File: src/logic/osc_ctrl_pkg.sv
/*
 * osc_ctrl_pkg: register map, field positions, reset values, timing counts and
 * carrier types of the slow and main oscillator control block.
 * Assumes a single 10 MHz bus clock; oscillator levels arrive as pins.
 */
`default_nettype none
package osc_ctrl_pkg;
    ////////////////////////////////////////////////////////////////////////////
    // clock and timing
    localparam int unsigned HCLK_PERIOD_NS = 100;
    localparam int unsigned XT_TICK_DIV    = 8;       // startup counter runs on slow clock / 8
    localparam int unsigned MEAS_FALLS     = 16;      // slow falling edges per measurement
    localparam logic [2:0]  DIV8_LAST      = 3'h7;
    localparam logic [4:0]  MEAS_LAST      = 5'h10;

    ////////////////////////////////////////////////////////////////////////////
    // register byte offsets
    localparam logic [7:0] SLOW_CFG_OFS    = 8'h00;
    localparam logic [7:0] MAIN_CTRL_OFS   = 8'h04;
    localparam logic [7:0] FREQ_RES_OFS    = 8'h08;
    localparam logic [7:0] STATUS_OFS      = 8'h0c;
    localparam logic [7:0] IRQ_EN_OFS      = 8'h10;
    localparam logic [7:0] IRQ_DIS_OFS     = 8'h14;
    localparam logic [7:0] IRQ_MASK_OFS    = 8'h18;

    // slow_clock_config fields
    localparam int SLOW_RC_EN_BIT  = 0;
    localparam int SLOW_XT_EN_BIT  = 1;
    localparam int SLOW_BYP_BIT    = 2;
    localparam int SLOW_SEL_BIT    = 3;
    localparam logic [3:0] SLOW_CFG_RESET = 4'h1;

    // main_osc_control fields
    localparam int MAIN_RC_EN_BIT  = 0;
    localparam int MAIN_XT_EN_BIT  = 1;
    localparam int MAIN_BYP_BIT    = 2;
    localparam int MAIN_CNT_LSB    = 8;
    localparam int MAIN_CNT_W      = 8;
    localparam int MAIN_SEL_BIT    = 24;

    // main_freq_result fields
    localparam int FREQ_CNT_W      = 16;
    localparam int FREQ_RDY_BIT    = 16;

    // power_status / irq bit positions
    localparam int ST_XT_BIT       = 0;
    localparam int ST_SLOW_SW_BIT  = 7;
    localparam int ST_MAIN_SW_BIT  = 16;
    localparam int ST_RC_BIT       = 17;
    localparam logic [31:0] IRQ_BITS = 32'h0003_0001;

    ////////////////////////////////////////////////////////////////////////////
    // carriers
    typedef struct packed {
        logic slow_rc;        // slow rc oscillator output
        logic slow_xtal;      // slow crystal oscillator output
        logic slow_pin;       // slow_crystal_in_pin, bypass clock
        logic main_rc;        // main rc oscillator output
        logic main_xtal;      // main crystal oscillator output
        logic main_pin;       // main_crystal_in_pin, bypass clock
    } osc_pins_t;

    typedef struct packed {
        logic slow_rc_on;
        logic slow_xtal_on;
        logic main_rc_on;
        logic main_xtal_on;
    } osc_en_t;

    typedef enum logic [1:0] {
        ON_A  = 2'b00,
        OFF_A = 2'b01,
        OFF_B = 2'b10,
        ON_B  = 2'b11
    } mux_state_t;
endpackage
`default_nettype wire

File: src/logic/glitch_free_mux.sv
/*
 * glitch_free_mux: switches between two sampled clock levels without a runt pulse.
 * Assumes both sources are already synchronised to clk.
 */
`timescale 1ns/1ps
`default_nettype none
module glitch_free_mux (
    input  wire logic                    clk,
    input  wire logic                    rst_n,
    input  wire logic                    src_a,
    input  wire logic                    src_b,
    input  wire logic                    sel,
    output logic                         clk_out,
    output logic                         on_b
);
    import osc_ctrl_pkg::*;

    mux_state_t state_ff;
    mux_state_t nxt_state;
    logic       out_ff;
    logic       nxt_out;

    ////////////////////////////////////////////////////////////////////////////
    // drop the old source while low, take the new one while low
    always_comb begin
        nxt_state = state_ff;
        unique case (state_ff)
            ON_A:  if (sel && !src_a) nxt_state = OFF_A;
            OFF_A: begin
                if (sel && !src_b) nxt_state = ON_B;
                else if (!sel && !src_a) nxt_state = ON_A;
            end
            ON_B:  if (!sel && !src_b) nxt_state = OFF_B;
            OFF_B: begin
                if (!sel && !src_a) nxt_state = ON_A;
                else if (sel && !src_b) nxt_state = ON_B;
            end
        endcase
        nxt_out = (nxt_state == ON_A) ? src_a : (nxt_state == ON_B) ? src_b : 1'b0;
    end

    always_ff @(posedge clk or negedge rst_n) begin
        if (!rst_n) begin
            state_ff <= ON_A;
            out_ff   <= 1'b0;
        end else begin
            state_ff <= nxt_state;
            out_ff   <= nxt_out;
        end
    end

    assign clk_out = out_ff;
    // off states report the side not selected by sel, so a pending switch never reads as finished
    assign on_b    = (state_ff == ON_B) || ((state_ff == OFF_A || state_ff == OFF_B) && !sel);

    // a rising output is always a rising level of the source in use
    no_glitch_a: assert property (@(posedge clk) disable iff (!rst_n) // [RULE7]
        $rose(out_ff) |-> ((state_ff == ON_A) && $past(src_a)) || ((state_ff == ON_B) && $past(src_b)))
        else $error("mux output rose without its source");
endmodule
`default_nettype wire

File: src/logic/osc_ctrl.sv
/*
 * osc_ctrl: slow and main oscillator selection, crystal startup counter,
 * status and interrupt, main clock frequency meter, AHB-Lite register slave.
 * Assumes oscillator outputs arrive as asynchronous pins and run slower than hclk/2.
 */
// Local design decision: register access over AHB-Lite.
// Functional notes
// [RULE1] config bit 0 enables slow rc
// [RULE2] config bit 1 enables slow crystal
// [RULE3] config bit 2 bypasses crystal with pin
// [RULE4] config bit 3 selects slow source
// [RULE5] slow config resets to one
// [RULE6] status shows slow switch completed
// [RULE7] crystal select starts it, switch glitch-free
// [RULE8] software sets bypass before select
// [RULE9] software waits five slow cycles before disable
// [RULE10] main rc enable, on after reset
// [RULE11] rc disable clears rc stable
// [RULE12] rc stable interrupts when enabled
// [RULE13] crystal off after reset, disable clears stable
// [RULE14] startup count on slow/8, then stable
// [RULE15] main select glitch-free, status and interrupt
// [RULE16] main bypass takes pin clock
// [RULE17] main control reset values rc on
// [RULE18] software ensures pin clock before bypass
// [RULE19] measurement starts on stable or reselection
// [RULE20] count main clocks for sixteen slow falls
// [RULE21] software order for rc to crystal
// [RULE22] result holds, ready clears at start
// [RULE23] slow switch status follows mux
`timescale 1ns/1ps
`default_nettype none
module osc_ctrl (
    input  wire logic                    hclk,
    input  wire logic                    hresetn,
    input  wire logic                    hsel,
    input  wire logic [31:0]             haddr,
    input  wire logic [1:0]              htrans,
    input  wire logic                    hwrite,
    input  wire logic [2:0]              hsize,
    input  wire logic                    hready,
    input  wire logic [31:0]             hwdata,
    output logic [31:0]                  hrdata,
    output logic                         hreadyout,
    output logic                         hresp,
    input  wire osc_ctrl_pkg::osc_pins_t pins,
    output osc_ctrl_pkg::osc_en_t        osc_en,
    output logic                         slow_clk,
    output logic                         primary_clk,
    output logic                         irq
);
    import osc_ctrl_pkg::*;

    ////////////////////////////////////////////////////////////////////////////
    // pin synchronisers
    osc_pins_t pin_meta_ff;
    osc_pins_t pin_sync_ff;

    always_ff @(posedge hclk or negedge hresetn) begin
        if (!hresetn) begin
            pin_meta_ff <= '0;
            pin_sync_ff <= '0;
        end else begin
            pin_meta_ff <= pins;
            pin_sync_ff <= pin_meta_ff;
        end
    end

    ////////////////////////////////////////////////////////////////////////////
    // state
    logic [3:0]            slow_cfg_ff, nxt_slow_cfg;
    logic                  rc_en_ff, nxt_rc_en;
    logic                  xt_en_ff, nxt_xt_en;
    logic                  byp_ff, nxt_byp;
    logic                  sel_ff, nxt_sel;
    logic [MAIN_CNT_W-1:0] st_cnt_ff, nxt_st_cnt;      // written startup count
    logic [MAIN_CNT_W-1:0] xt_cnt_ff, nxt_xt_cnt;
    logic                  xt_run_ff, nxt_xt_run;
    logic                  xt_ok_ff, nxt_xt_ok;
    logic                  rc_ok_ff, nxt_rc_ok;
    logic [31:0]           mask_ff, nxt_mask;
    logic [2:0]            div_ff, nxt_div;
    logic [FREQ_CNT_W-1:0] fcnt_ff, nxt_fcnt;
    logic [4:0]            falls_ff, nxt_falls;
    logic                  meas_ff, nxt_meas;
    logic                  frdy_ff, nxt_frdy;
    logic                  stab_prev_ff, nxt_stab_prev;
    logic                  slow_prev_ff, nxt_slow_prev;
    logic                  main_prev_ff, nxt_main_prev;
    logic                  wr_pend_ff, nxt_wr_pend;
    logic [7:0]            wr_addr_ff, nxt_wr_addr;
    logic [31:0]           rdata_ff, nxt_rdata;

    logic slow_on_b;
    logic main_on_b;
    logic slow_rc_src;
    logic slow_xt_src;
    logic main_rc_src;
    logic main_xt_src;
    logic [31:0] status;
    logic [31:0] main_ctrl_word;

    ////////////////////////////////////////////////////////////////////////////
    // oscillator sources and enables
    assign slow_rc_src = pin_sync_ff.slow_rc & slow_cfg_ff[SLOW_RC_EN_BIT];              // [RULE1]
    assign slow_xt_src = slow_cfg_ff[SLOW_BYP_BIT] ? pin_sync_ff.slow_pin                // [RULE3]
                                                    : (pin_sync_ff.slow_xtal & osc_en.slow_xtal_on);
    assign main_rc_src = pin_sync_ff.main_rc & rc_en_ff;                                 // [RULE10]
    assign main_xt_src = byp_ff ? pin_sync_ff.main_pin : (pin_sync_ff.main_xtal & xt_en_ff); // [RULE16]

    // selecting the slow crystal powers it even if its enable is clear, unless bypassed; the main crystal needs its enable
    assign osc_en.slow_rc_on   = slow_cfg_ff[SLOW_RC_EN_BIT];                            // [RULE1]
    assign osc_en.slow_xtal_on = !slow_cfg_ff[SLOW_BYP_BIT]
                                 && (slow_cfg_ff[SLOW_XT_EN_BIT] || slow_cfg_ff[SLOW_SEL_BIT]); // [RULE2] [RULE7]
    assign osc_en.main_rc_on   = rc_en_ff;
    assign osc_en.main_xtal_on = xt_en_ff && !byp_ff;

    glitch_free_mux u_slow_mux (
        .clk     (hclk),
        .rst_n   (hresetn),
        .src_a   (slow_rc_src),
        .src_b   (slow_xt_src),
        .sel     (slow_cfg_ff[SLOW_SEL_BIT]),                                            // [RULE4]
        .clk_out (slow_clk),
        .on_b    (slow_on_b)
    );

    glitch_free_mux u_main_mux (
        .clk     (hclk),
        .rst_n   (hresetn),
        .src_a   (main_rc_src),
        .src_b   (main_xt_src),
        .sel     (sel_ff),                                                               // [RULE15]
        .clk_out (primary_clk),
        .on_b    (main_on_b)
    );

    ////////////////////////////////////////////////////////////////////////////
    // status words
    always_comb begin
        status                 = '0;
        status[ST_XT_BIT]      = xt_ok_ff;
        status[ST_SLOW_SW_BIT] = (slow_on_b == slow_cfg_ff[SLOW_SEL_BIT]);               // [RULE6] [RULE23]
        status[ST_MAIN_SW_BIT] = (main_on_b == sel_ff);                                  // [RULE15]
        status[ST_RC_BIT]      = rc_ok_ff;
        main_ctrl_word         = '0;
        main_ctrl_word[MAIN_RC_EN_BIT] = rc_en_ff;
        main_ctrl_word[MAIN_XT_EN_BIT] = xt_en_ff;
        main_ctrl_word[MAIN_BYP_BIT]   = byp_ff;
        main_ctrl_word[MAIN_CNT_LSB +: MAIN_CNT_W] = st_cnt_ff;
        main_ctrl_word[MAIN_SEL_BIT]   = sel_ff;
    end

    assign irq       = |(status & mask_ff);                                              // [RULE12]
    assign hrdata    = rdata_ff;
    assign hreadyout = 1'b1;
    assign hresp     = 1'b0;

    ////////////////////////////////////////////////////////////////////////////
    // next state: bus, startup counter, frequency meter
    always_comb begin
        logic slow_fall;
        logic slow_rise;
        logic main_rise;
        logic tick8;
        logic stab_now;
        logic start;
        logic wr;
        slow_fall = slow_prev_ff && !slow_clk;
        slow_rise = !slow_prev_ff && slow_clk;
        main_rise = !main_prev_ff && primary_clk;
        tick8     = slow_rise && (div_ff == DIV8_LAST);
        stab_now  = main_on_b ? xt_ok_ff : rc_ok_ff;
        start     = stab_now && !stab_prev_ff;
        wr        = wr_pend_ff;

        nxt_slow_cfg  = slow_cfg_ff;
        nxt_rc_en     = rc_en_ff;
        nxt_xt_en     = xt_en_ff;
        nxt_byp       = byp_ff;
        nxt_sel       = sel_ff;
        nxt_st_cnt    = st_cnt_ff;
        nxt_xt_cnt    = xt_cnt_ff;
        nxt_xt_run    = xt_run_ff;
        nxt_xt_ok     = xt_ok_ff;
        nxt_rc_ok     = rc_ok_ff;
        nxt_mask      = mask_ff;
        nxt_div       = slow_rise ? div_ff + 3'h1 : div_ff;
        nxt_fcnt      = fcnt_ff;
        nxt_falls     = falls_ff;
        nxt_meas      = meas_ff;
        nxt_frdy      = frdy_ff;
        nxt_stab_prev = stab_now;
        nxt_slow_prev = slow_clk;
        nxt_main_prev = primary_clk;

        // address phase: capture write target, register read data
        nxt_wr_pend = hsel && hready && htrans[1] && hwrite;
        nxt_wr_addr = haddr[7:0];
        nxt_rdata   = rdata_ff;
        if (hsel && hready && htrans[1] && !hwrite) begin
            unique case (haddr[7:0])
                SLOW_CFG_OFS:  nxt_rdata = {28'h0, slow_cfg_ff};
                MAIN_CTRL_OFS: nxt_rdata = main_ctrl_word;
                FREQ_RES_OFS:  nxt_rdata = {15'h0, frdy_ff, fcnt_ff};
                STATUS_OFS:    nxt_rdata = status;
                IRQ_MASK_OFS:  nxt_rdata = mask_ff;
                default:       nxt_rdata = 32'h0;
            endcase
        end

        // rc stable comes after a slow/8 tick, drops at once on disable
        if (tick8 && rc_en_ff) nxt_rc_ok = 1'b1;
        // crystal startup countdown on slow clock / 8
        if (tick8 && xt_run_ff) begin                                                   // [RULE14]
            if (xt_cnt_ff == '0) begin
                nxt_xt_ok  = 1'b1;
                nxt_xt_run = 1'b0;
            end else begin
                nxt_xt_cnt = xt_cnt_ff - 8'h01;
            end
        end

        // frequency meter
        if (meas_ff) begin
            if (main_rise) nxt_fcnt = fcnt_ff + 16'h0001;                               // [RULE20]
            if (slow_fall) begin
                nxt_falls = falls_ff + 5'h01;
                if (falls_ff + 5'h01 == MEAS_LAST) begin
                    nxt_meas = 1'b0;                                                    // [RULE20]
                    nxt_frdy = 1'b1;
                end
            end
        end

        // data phase writes
        if (wr) begin
            unique case (wr_addr_ff)
                SLOW_CFG_OFS: nxt_slow_cfg = hwdata[3:0];                               // [RULE1] [RULE2] [RULE3] [RULE4]
                MAIN_CTRL_OFS: begin
                    nxt_rc_en  = hwdata[MAIN_RC_EN_BIT];
                    nxt_xt_en  = hwdata[MAIN_XT_EN_BIT];
                    nxt_byp    = hwdata[MAIN_BYP_BIT];
                    nxt_sel    = hwdata[MAIN_SEL_BIT];
                    nxt_st_cnt = hwdata[MAIN_CNT_LSB +: MAIN_CNT_W];
                    if (!hwdata[MAIN_RC_EN_BIT]) nxt_rc_ok = 1'b0;                       // [RULE11]
                    if (!hwdata[MAIN_XT_EN_BIT]) begin
                        nxt_xt_ok  = 1'b0;                                               // [RULE13]
                        nxt_xt_run = 1'b0;
                    end else if (!xt_en_ff || hwdata[MAIN_CNT_LSB +: MAIN_CNT_W] != st_cnt_ff) begin
                        nxt_xt_ok  = 1'b0;                                               // [RULE14]
                        nxt_xt_run = 1'b1;
                        nxt_xt_cnt = hwdata[MAIN_CNT_LSB +: MAIN_CNT_W];
                    end
                    if (hwdata[MAIN_SEL_BIT] != sel_ff) start = 1'b1;                     // [RULE19]
                end
                IRQ_EN_OFS:  nxt_mask = mask_ff | (hwdata & IRQ_BITS);
                IRQ_DIS_OFS: nxt_mask = mask_ff & ~hwdata;
                default: ;
            endcase
        end

        // a start clears ready and restarts the count from zero
        if (start) begin                                                                 // [RULE19] [RULE22]
            nxt_meas  = 1'b1;
            nxt_frdy  = 1'b0;
            nxt_fcnt  = '0;
            nxt_falls = '0;
        end
    end

    always_ff @(posedge hclk or negedge hresetn) begin
        if (!hresetn) begin
            slow_cfg_ff  <= SLOW_CFG_RESET;                                              // [RULE5]
            rc_en_ff     <= 1'b1;                                                        // [RULE17]
            xt_en_ff     <= 1'b0;                                                        // [RULE13]
            byp_ff       <= 1'b0;
            sel_ff       <= 1'b0;
            st_cnt_ff    <= '0;
            xt_cnt_ff    <= '0;
            xt_run_ff    <= 1'b0;
            xt_ok_ff     <= 1'b0;
            rc_ok_ff     <= 1'b0;
            mask_ff      <= '0;
            div_ff       <= '0;
            fcnt_ff      <= '0;
            falls_ff     <= '0;
            meas_ff      <= 1'b0;
            frdy_ff      <= 1'b0;
            stab_prev_ff <= 1'b0;
            slow_prev_ff <= 1'b0;
            main_prev_ff <= 1'b0;
            wr_pend_ff   <= 1'b0;
            wr_addr_ff   <= '0;
            rdata_ff     <= '0;
        end else begin
            slow_cfg_ff  <= nxt_slow_cfg;
            rc_en_ff     <= nxt_rc_en;
            xt_en_ff     <= nxt_xt_en;
            byp_ff       <= nxt_byp;
            sel_ff       <= nxt_sel;
            st_cnt_ff    <= nxt_st_cnt;
            xt_cnt_ff    <= nxt_xt_cnt;
            xt_run_ff    <= nxt_xt_run;
            xt_ok_ff     <= nxt_xt_ok;
            rc_ok_ff     <= nxt_rc_ok;
            mask_ff      <= nxt_mask;
            div_ff       <= nxt_div;
            fcnt_ff      <= nxt_fcnt;
            falls_ff     <= nxt_falls;
            meas_ff      <= nxt_meas;
            frdy_ff      <= nxt_frdy;
            stab_prev_ff <= nxt_stab_prev;
            slow_prev_ff <= nxt_slow_prev;
            main_prev_ff <= nxt_main_prev;
            wr_pend_ff   <= nxt_wr_pend;
            wr_addr_ff   <= nxt_wr_addr;
            rdata_ff     <= nxt_rdata;
        end
    end

    ////////////////////////////////////////////////////////////////////////////
    // checks
    // helper terms for the checks below
    logic tick_seen;
    logic wr_addr_ok;
    logic meas_live;
    assign tick_seen     = (div_ff == DIV8_LAST) && !slow_prev_ff && slow_clk;
    assign wr_addr_ok    = !(wr_pend_ff && wr_addr_ff == MAIN_CTRL_OFS);
    assign meas_live     = meas_ff;

    rc_off_clear_a: assert property (@(posedge hclk) disable iff (!hresetn) // [RULE11]
        $fell(rc_en_ff) |-> !rc_ok_ff)
        else $error("rc stable survived rc disable");
    xt_off_clear_a: assert property (@(posedge hclk) disable iff (!hresetn) // [RULE13]
        !xt_en_ff |-> !xt_ok_ff)
        else $error("crystal stable while crystal disabled");
    xt_done_a: assert property (@(posedge hclk) disable iff (!hresetn) // [RULE14]
        (xt_run_ff && xt_cnt_ff == '0 && tick_seen && wr_addr_ok) |=> xt_ok_ff)
        else $error("startup count reached zero without stable");
    irq_gate_a: assert property (@(posedge hclk) disable iff (!hresetn) // [RULE12]
        (rc_ok_ff && mask_ff[ST_RC_BIT]) |-> irq)
        else $error("unmasked rc stable without interrupt");
    meas_end_a: assert property (@(posedge hclk) disable iff (!hresetn) // [RULE20]
        $rose(frdy_ff) |-> $past(meas_ff) && (falls_ff == MEAS_LAST) && !meas_ff)
        else $error("measurement ended at wrong slow edge");
    meas_hold_a: assert property (@(posedge hclk) disable iff (!hresetn) // [RULE22]
        (frdy_ff && !meas_ff) ##1 !meas_live |-> $stable(fcnt_ff))
        else $error("frequency result changed while held");
    slow_sw_a: assert property (@(posedge hclk) disable iff (!hresetn) // [RULE23]
        ($changed(slow_cfg_ff[SLOW_SEL_BIT]) && $past(status[ST_SLOW_SW_BIT])) |-> !status[ST_SLOW_SW_BIT])
        else $error("slow switch status ahead of mux");
    bus_okay_a: assert property (@(posedge hclk) disable iff (!hresetn)
        hreadyout && !hresp)
        else $error("slave answered other than okay");
endmodule
`default_nettype wire

File: config.mk
export PLATFORM = sky130hd
export DESIGN_NAME = osc_ctrl
export DESIGN_NICKNAME = d
export VERILOG_FILES = /design/src/logic/osc_ctrl_pkg.sv /design/src/logic/glitch_free_mux.sv /design/src/logic/osc_ctrl.sv
export SDC_FILE = /design/constraint.sdc
export NUM_CORES = 1
export LEC_CHECK = 0
export BUFFER_PORTS_ARGS = -buffer_cell sky130_fd_sc_hd__buf_2
export CAP_MARGIN = 0
export CORE_MARGIN = 5
export CORE_UTILIZATION = 60
export CTS_CLUSTER_DIAMETER = 120
export DETAILED_ROUTE_END_ITERATION = 7
export PLACE_DENSITY = 0.92
export SYNTH_ARGS = -nofsm -noshare
export SYNTH_HDL_FRONTEND = slang
export SYNTH_SLANG_ARGS = --single-unit
export TNS_END_PERCENT = 50
File: constraint.sdc
create_clock -name hclk -period 3.3 [get_ports hclk]
set_clock_uncertainty 0.1 [all_clocks]
set_input_delay 0 -clock hclk [delete_from_list [all_inputs] [get_ports hclk]]
set_output_delay 0 -clock hclk [all_outputs]
set_load 0.05 [all_outputs]
==> run metrics <==
Placed Instances=about 790; GPL Wtd Cong=between 0.8 and 0.9; Sum Neg Setup Slack=0 ns; combinational family with the most area after synthesis=compound AO/OA/AOI/OAI gates; cell depth of the worst hold path=2; CTS Buffer Depth=2; Starting Density=0.613; H-tree Lvls=4; Adder-Cell Fraction of Synth Area=0.0262; Final Max Slew Viols=0; drt initial violations=between 400 and 500; Final Setup Violations=0; hold endpoint=wr_addr_ff[5]; Worst setup EP type=flip-flop; clock sink count=between 100 and 150; status=complete, no violations; Setup Fix Bufs, Post-CTS=0; Rel. slew slack=0.364; min Tclk post-route=~2.7 ns; dpl ws=0.773 ns; Chip Height=approximately 120 um; Worst EP required=between 3 and 4 ns; antenna violations before repair=0; worst r2r src=div_ff[0]; Seq/Total Area, Yosys=0.552; diode count=0; Antenna Violating Nets Remaining=0; Hold Path Origin=haddr[5]; Design Area, Final=approximately 8400 um2; gr usage total=0.280; largest net degree at the start of global routing=107; CTS tree=yes; # hold bufs at CTS=58; Pwr per Cell Area=between 500 and 600 nW/um2; Final Power=about 4400 uW; detailed-route via count=about 5200; Pleak=0.00397 uW; total placed instance area=between 7000 and 8000 um2; Post-Syn Instances=around 580; Die Wd=around 120 um; Die ar.=~13000 um2; Clk Tree Root Cell=clkbuf_8; post-DR wirelength/cell=between 15 and 20 um; # DRC=0; CP max FO=6; startpoint types=flip-flop; Syn Nets=670; post-CTS sizing=0; Fmax=between 300 and 400 MHz; synth top area cells=dfrtp_1 (54%), mux2_2 (4.9%), mux2i_1 (3.6%); first-pass GRT wire length=roughly 29000 um; Final Hold Viols=0; mux cell area share after synthesis=0.0883; Slew @ Worst Pin=around 0.95 ns; fraction of registers with async set/reset=1.00; EDFF count, synth=0; CTS buffer count=17; Most used DFF post-synth=dfrtp_1; io pins=about 120; min-delay worst type=in2reg; Placeable Area=10900 um2; post-synthesis compound-gate area fraction=0.131; critical path arrival=slightly above 3 ns; Synth Area per Inst=between 10 and 15 um2; Detailed Route WL=approximately 17000 um; fill count=599; setup ws final=~0.57 ns; Post-Synth Simple-Gate Area=0.130; clk_lat worst skew=approximately 0.54 ns; Overflow after GRT=0; library cells used by synthesis=63; #FFs+latches synth=approximately 150; number of global-route vias before repair=~5600; Avg Vias per Cell=just under 6; CTS clk-pin slew, worst paths=roughly 0.060 ns; kind of critical path=reg2reg; peak supply drop=around 0.46 mV; Synth Area in XOR/XNOR=0.0394; Synth Cell Area=6670 um2; setup slack, reg-to-reg=0.57 ns; # port buffers=90; Max Cap Viol=0; fin cells=875; R2R Path End=xt_cnt_ff[5]; cell taking the most area after synthesis=dfrtp_1; RSZ-0062 raised after global routing=false; Tcrit/Tclk final=0.827; Post-DP HPWL=between 10000 and 15000 um; FP Rows=38; nets=~820; Reg2Reg Depth=8; Syn-to-layout area delta=25.6%; Yosys Warn Count=0; Initial DRT Pass Iterations=7; Synth top area share=0.544; share of layout cells above drive strength 1=0.231
[report_power, final]
part	leakage (uW)	switching (uW)	total (uW)	internal, uW
sequential	0.00195	64.9	1930	1860
combinational	0.00174	328	547	219
clock	0.000284	790	1980	1190
total	0.00397	1180	4450	3270
[cell usage in the layout, fill, tap and decap left out, types with 4 or more instances in the layout]
cell           netlist  layout
dfrtp_1            145     145
buf_2                3      89
dlygate4sd3_1        0      58
nand2_1             56      56
nor2_1              43      43
mux2_2              29      29
a21boi_0            28      28
mux2i_1             24      24
xnor2_1             21      21
inv_1               17      17
a21oi_1             16      16
a22o_1              16      16
clkbuf_16            0      16
ha_1                14      14
o21ai_0             10      10
nor3_1              10      10
o21ai_1             10      10
a2bb2oi_1            9       9
xor2_1               9       9
nand3_1              8       8
nor2b_1              5       5
nand4_1              5       5
buf_4                5       5
and2_1               4       4
o22ai_1              4       4
or3_1                4       4
and4_1               4       4
o31ai_1              4       4
clkinvlp_4           0       4
[routing by layer]
metal  vias up  wire [um]  GRT usage
met2       237       9110      0.496
li1       2329          -          -
met1      2583       6590      0.337
met3        50       1140     0.0512
met5         -          0          0
met4         0        520      0.117
[critical path, cell delays in order (launching register included)]
cell,delay [ns]
dfrtp_1,0.38
ha_1,0.18
ha_1,0.25
nand4b_4,0.16
nor4_1,0.53
nand2_1,0.15
mux2i_1,0.17
mux2i_1,0.10
dlygate4sd3_1,0.59
[flip-flops by register name, indices dropped and copies added (netlist names), 2 cells and up, named ones only]
register	count
div_ff	3
u_main_mux.state_ff	2
mask_ff	29
pin_meta_ff	6
hrdata	32
slow_cfg_ff	4
falls_ff	5
pin_sync_ff	6
fcnt_ff	16
st_cnt_ff	8
xt_cnt_ff	8
u_slow_mux.state_ff	2
wr_addr_ff	8
[cells in the mapped netlist (10+ instances only)]
cell	n
dfrtp_1	145
nand2_1	56
nor2_1	43
mux2_2	29
a21boi_0	28
mux2i_1	24
xnor2_1	21
inv_1	17
a21oi_1	16
a22o_1	16
ha_1	14
clkbuf_1	13
nor3_1	10
o21ai_0	10
o21ai_1	10
[stage by stage]
step                      utilization  hold slack, ns
after floorplan                     -          -0.396
after global placement          0.661         0.00819
after detailed placement        0.661         0.00934
after CTS                       0.770          0.0108
after global routing            0.770          0.0324
final                           0.770          0.0192
[logic make-up after synthesis]
kind of cell | count (synthesis)
flops | 147
xor+xnor | 30
buf+inv | 43
simple gates | 167
compound gates | 119
other cells | 2
mux | 54
fa+ha+maj | 14
[cell type report]
cell class,count,area [um2],share of cell area
Sequential cell,147,3680,0.439
Multi-Input combinational cell,386,2780,0.331
Timing Repair Buffer,153,1070,0.128
Clock buffer,19,432,0.0515
Clock inverter,13,175,0.0209
Tap cell,140,175,0.0209
Inverter,17,63.8,0.00762
[worst max-delay path by stage]
| stage | start | end | slack (ns) |
|---|---|---|---|
| floorplan | u_slow_mux.clk_out | xt_cnt_ff[6] | 1.20 |
| global placement | wr_addr_ff[5] | fcnt_ff[14] | 0.92 |
| detailed placement | wr_addr_ff[5] | fcnt_ff[6] | 0.77 |
| CTS | div_ff[0] | xt_cnt_ff[5] | 0.63 |
| global route | div_ff[0] | xt_cnt_ff[5] | 0.41 |
| finish | div_ff[0] | xt_cnt_ff[5] | 0.57 |
No activity file was read; power rests on OpenSTA's default activity.
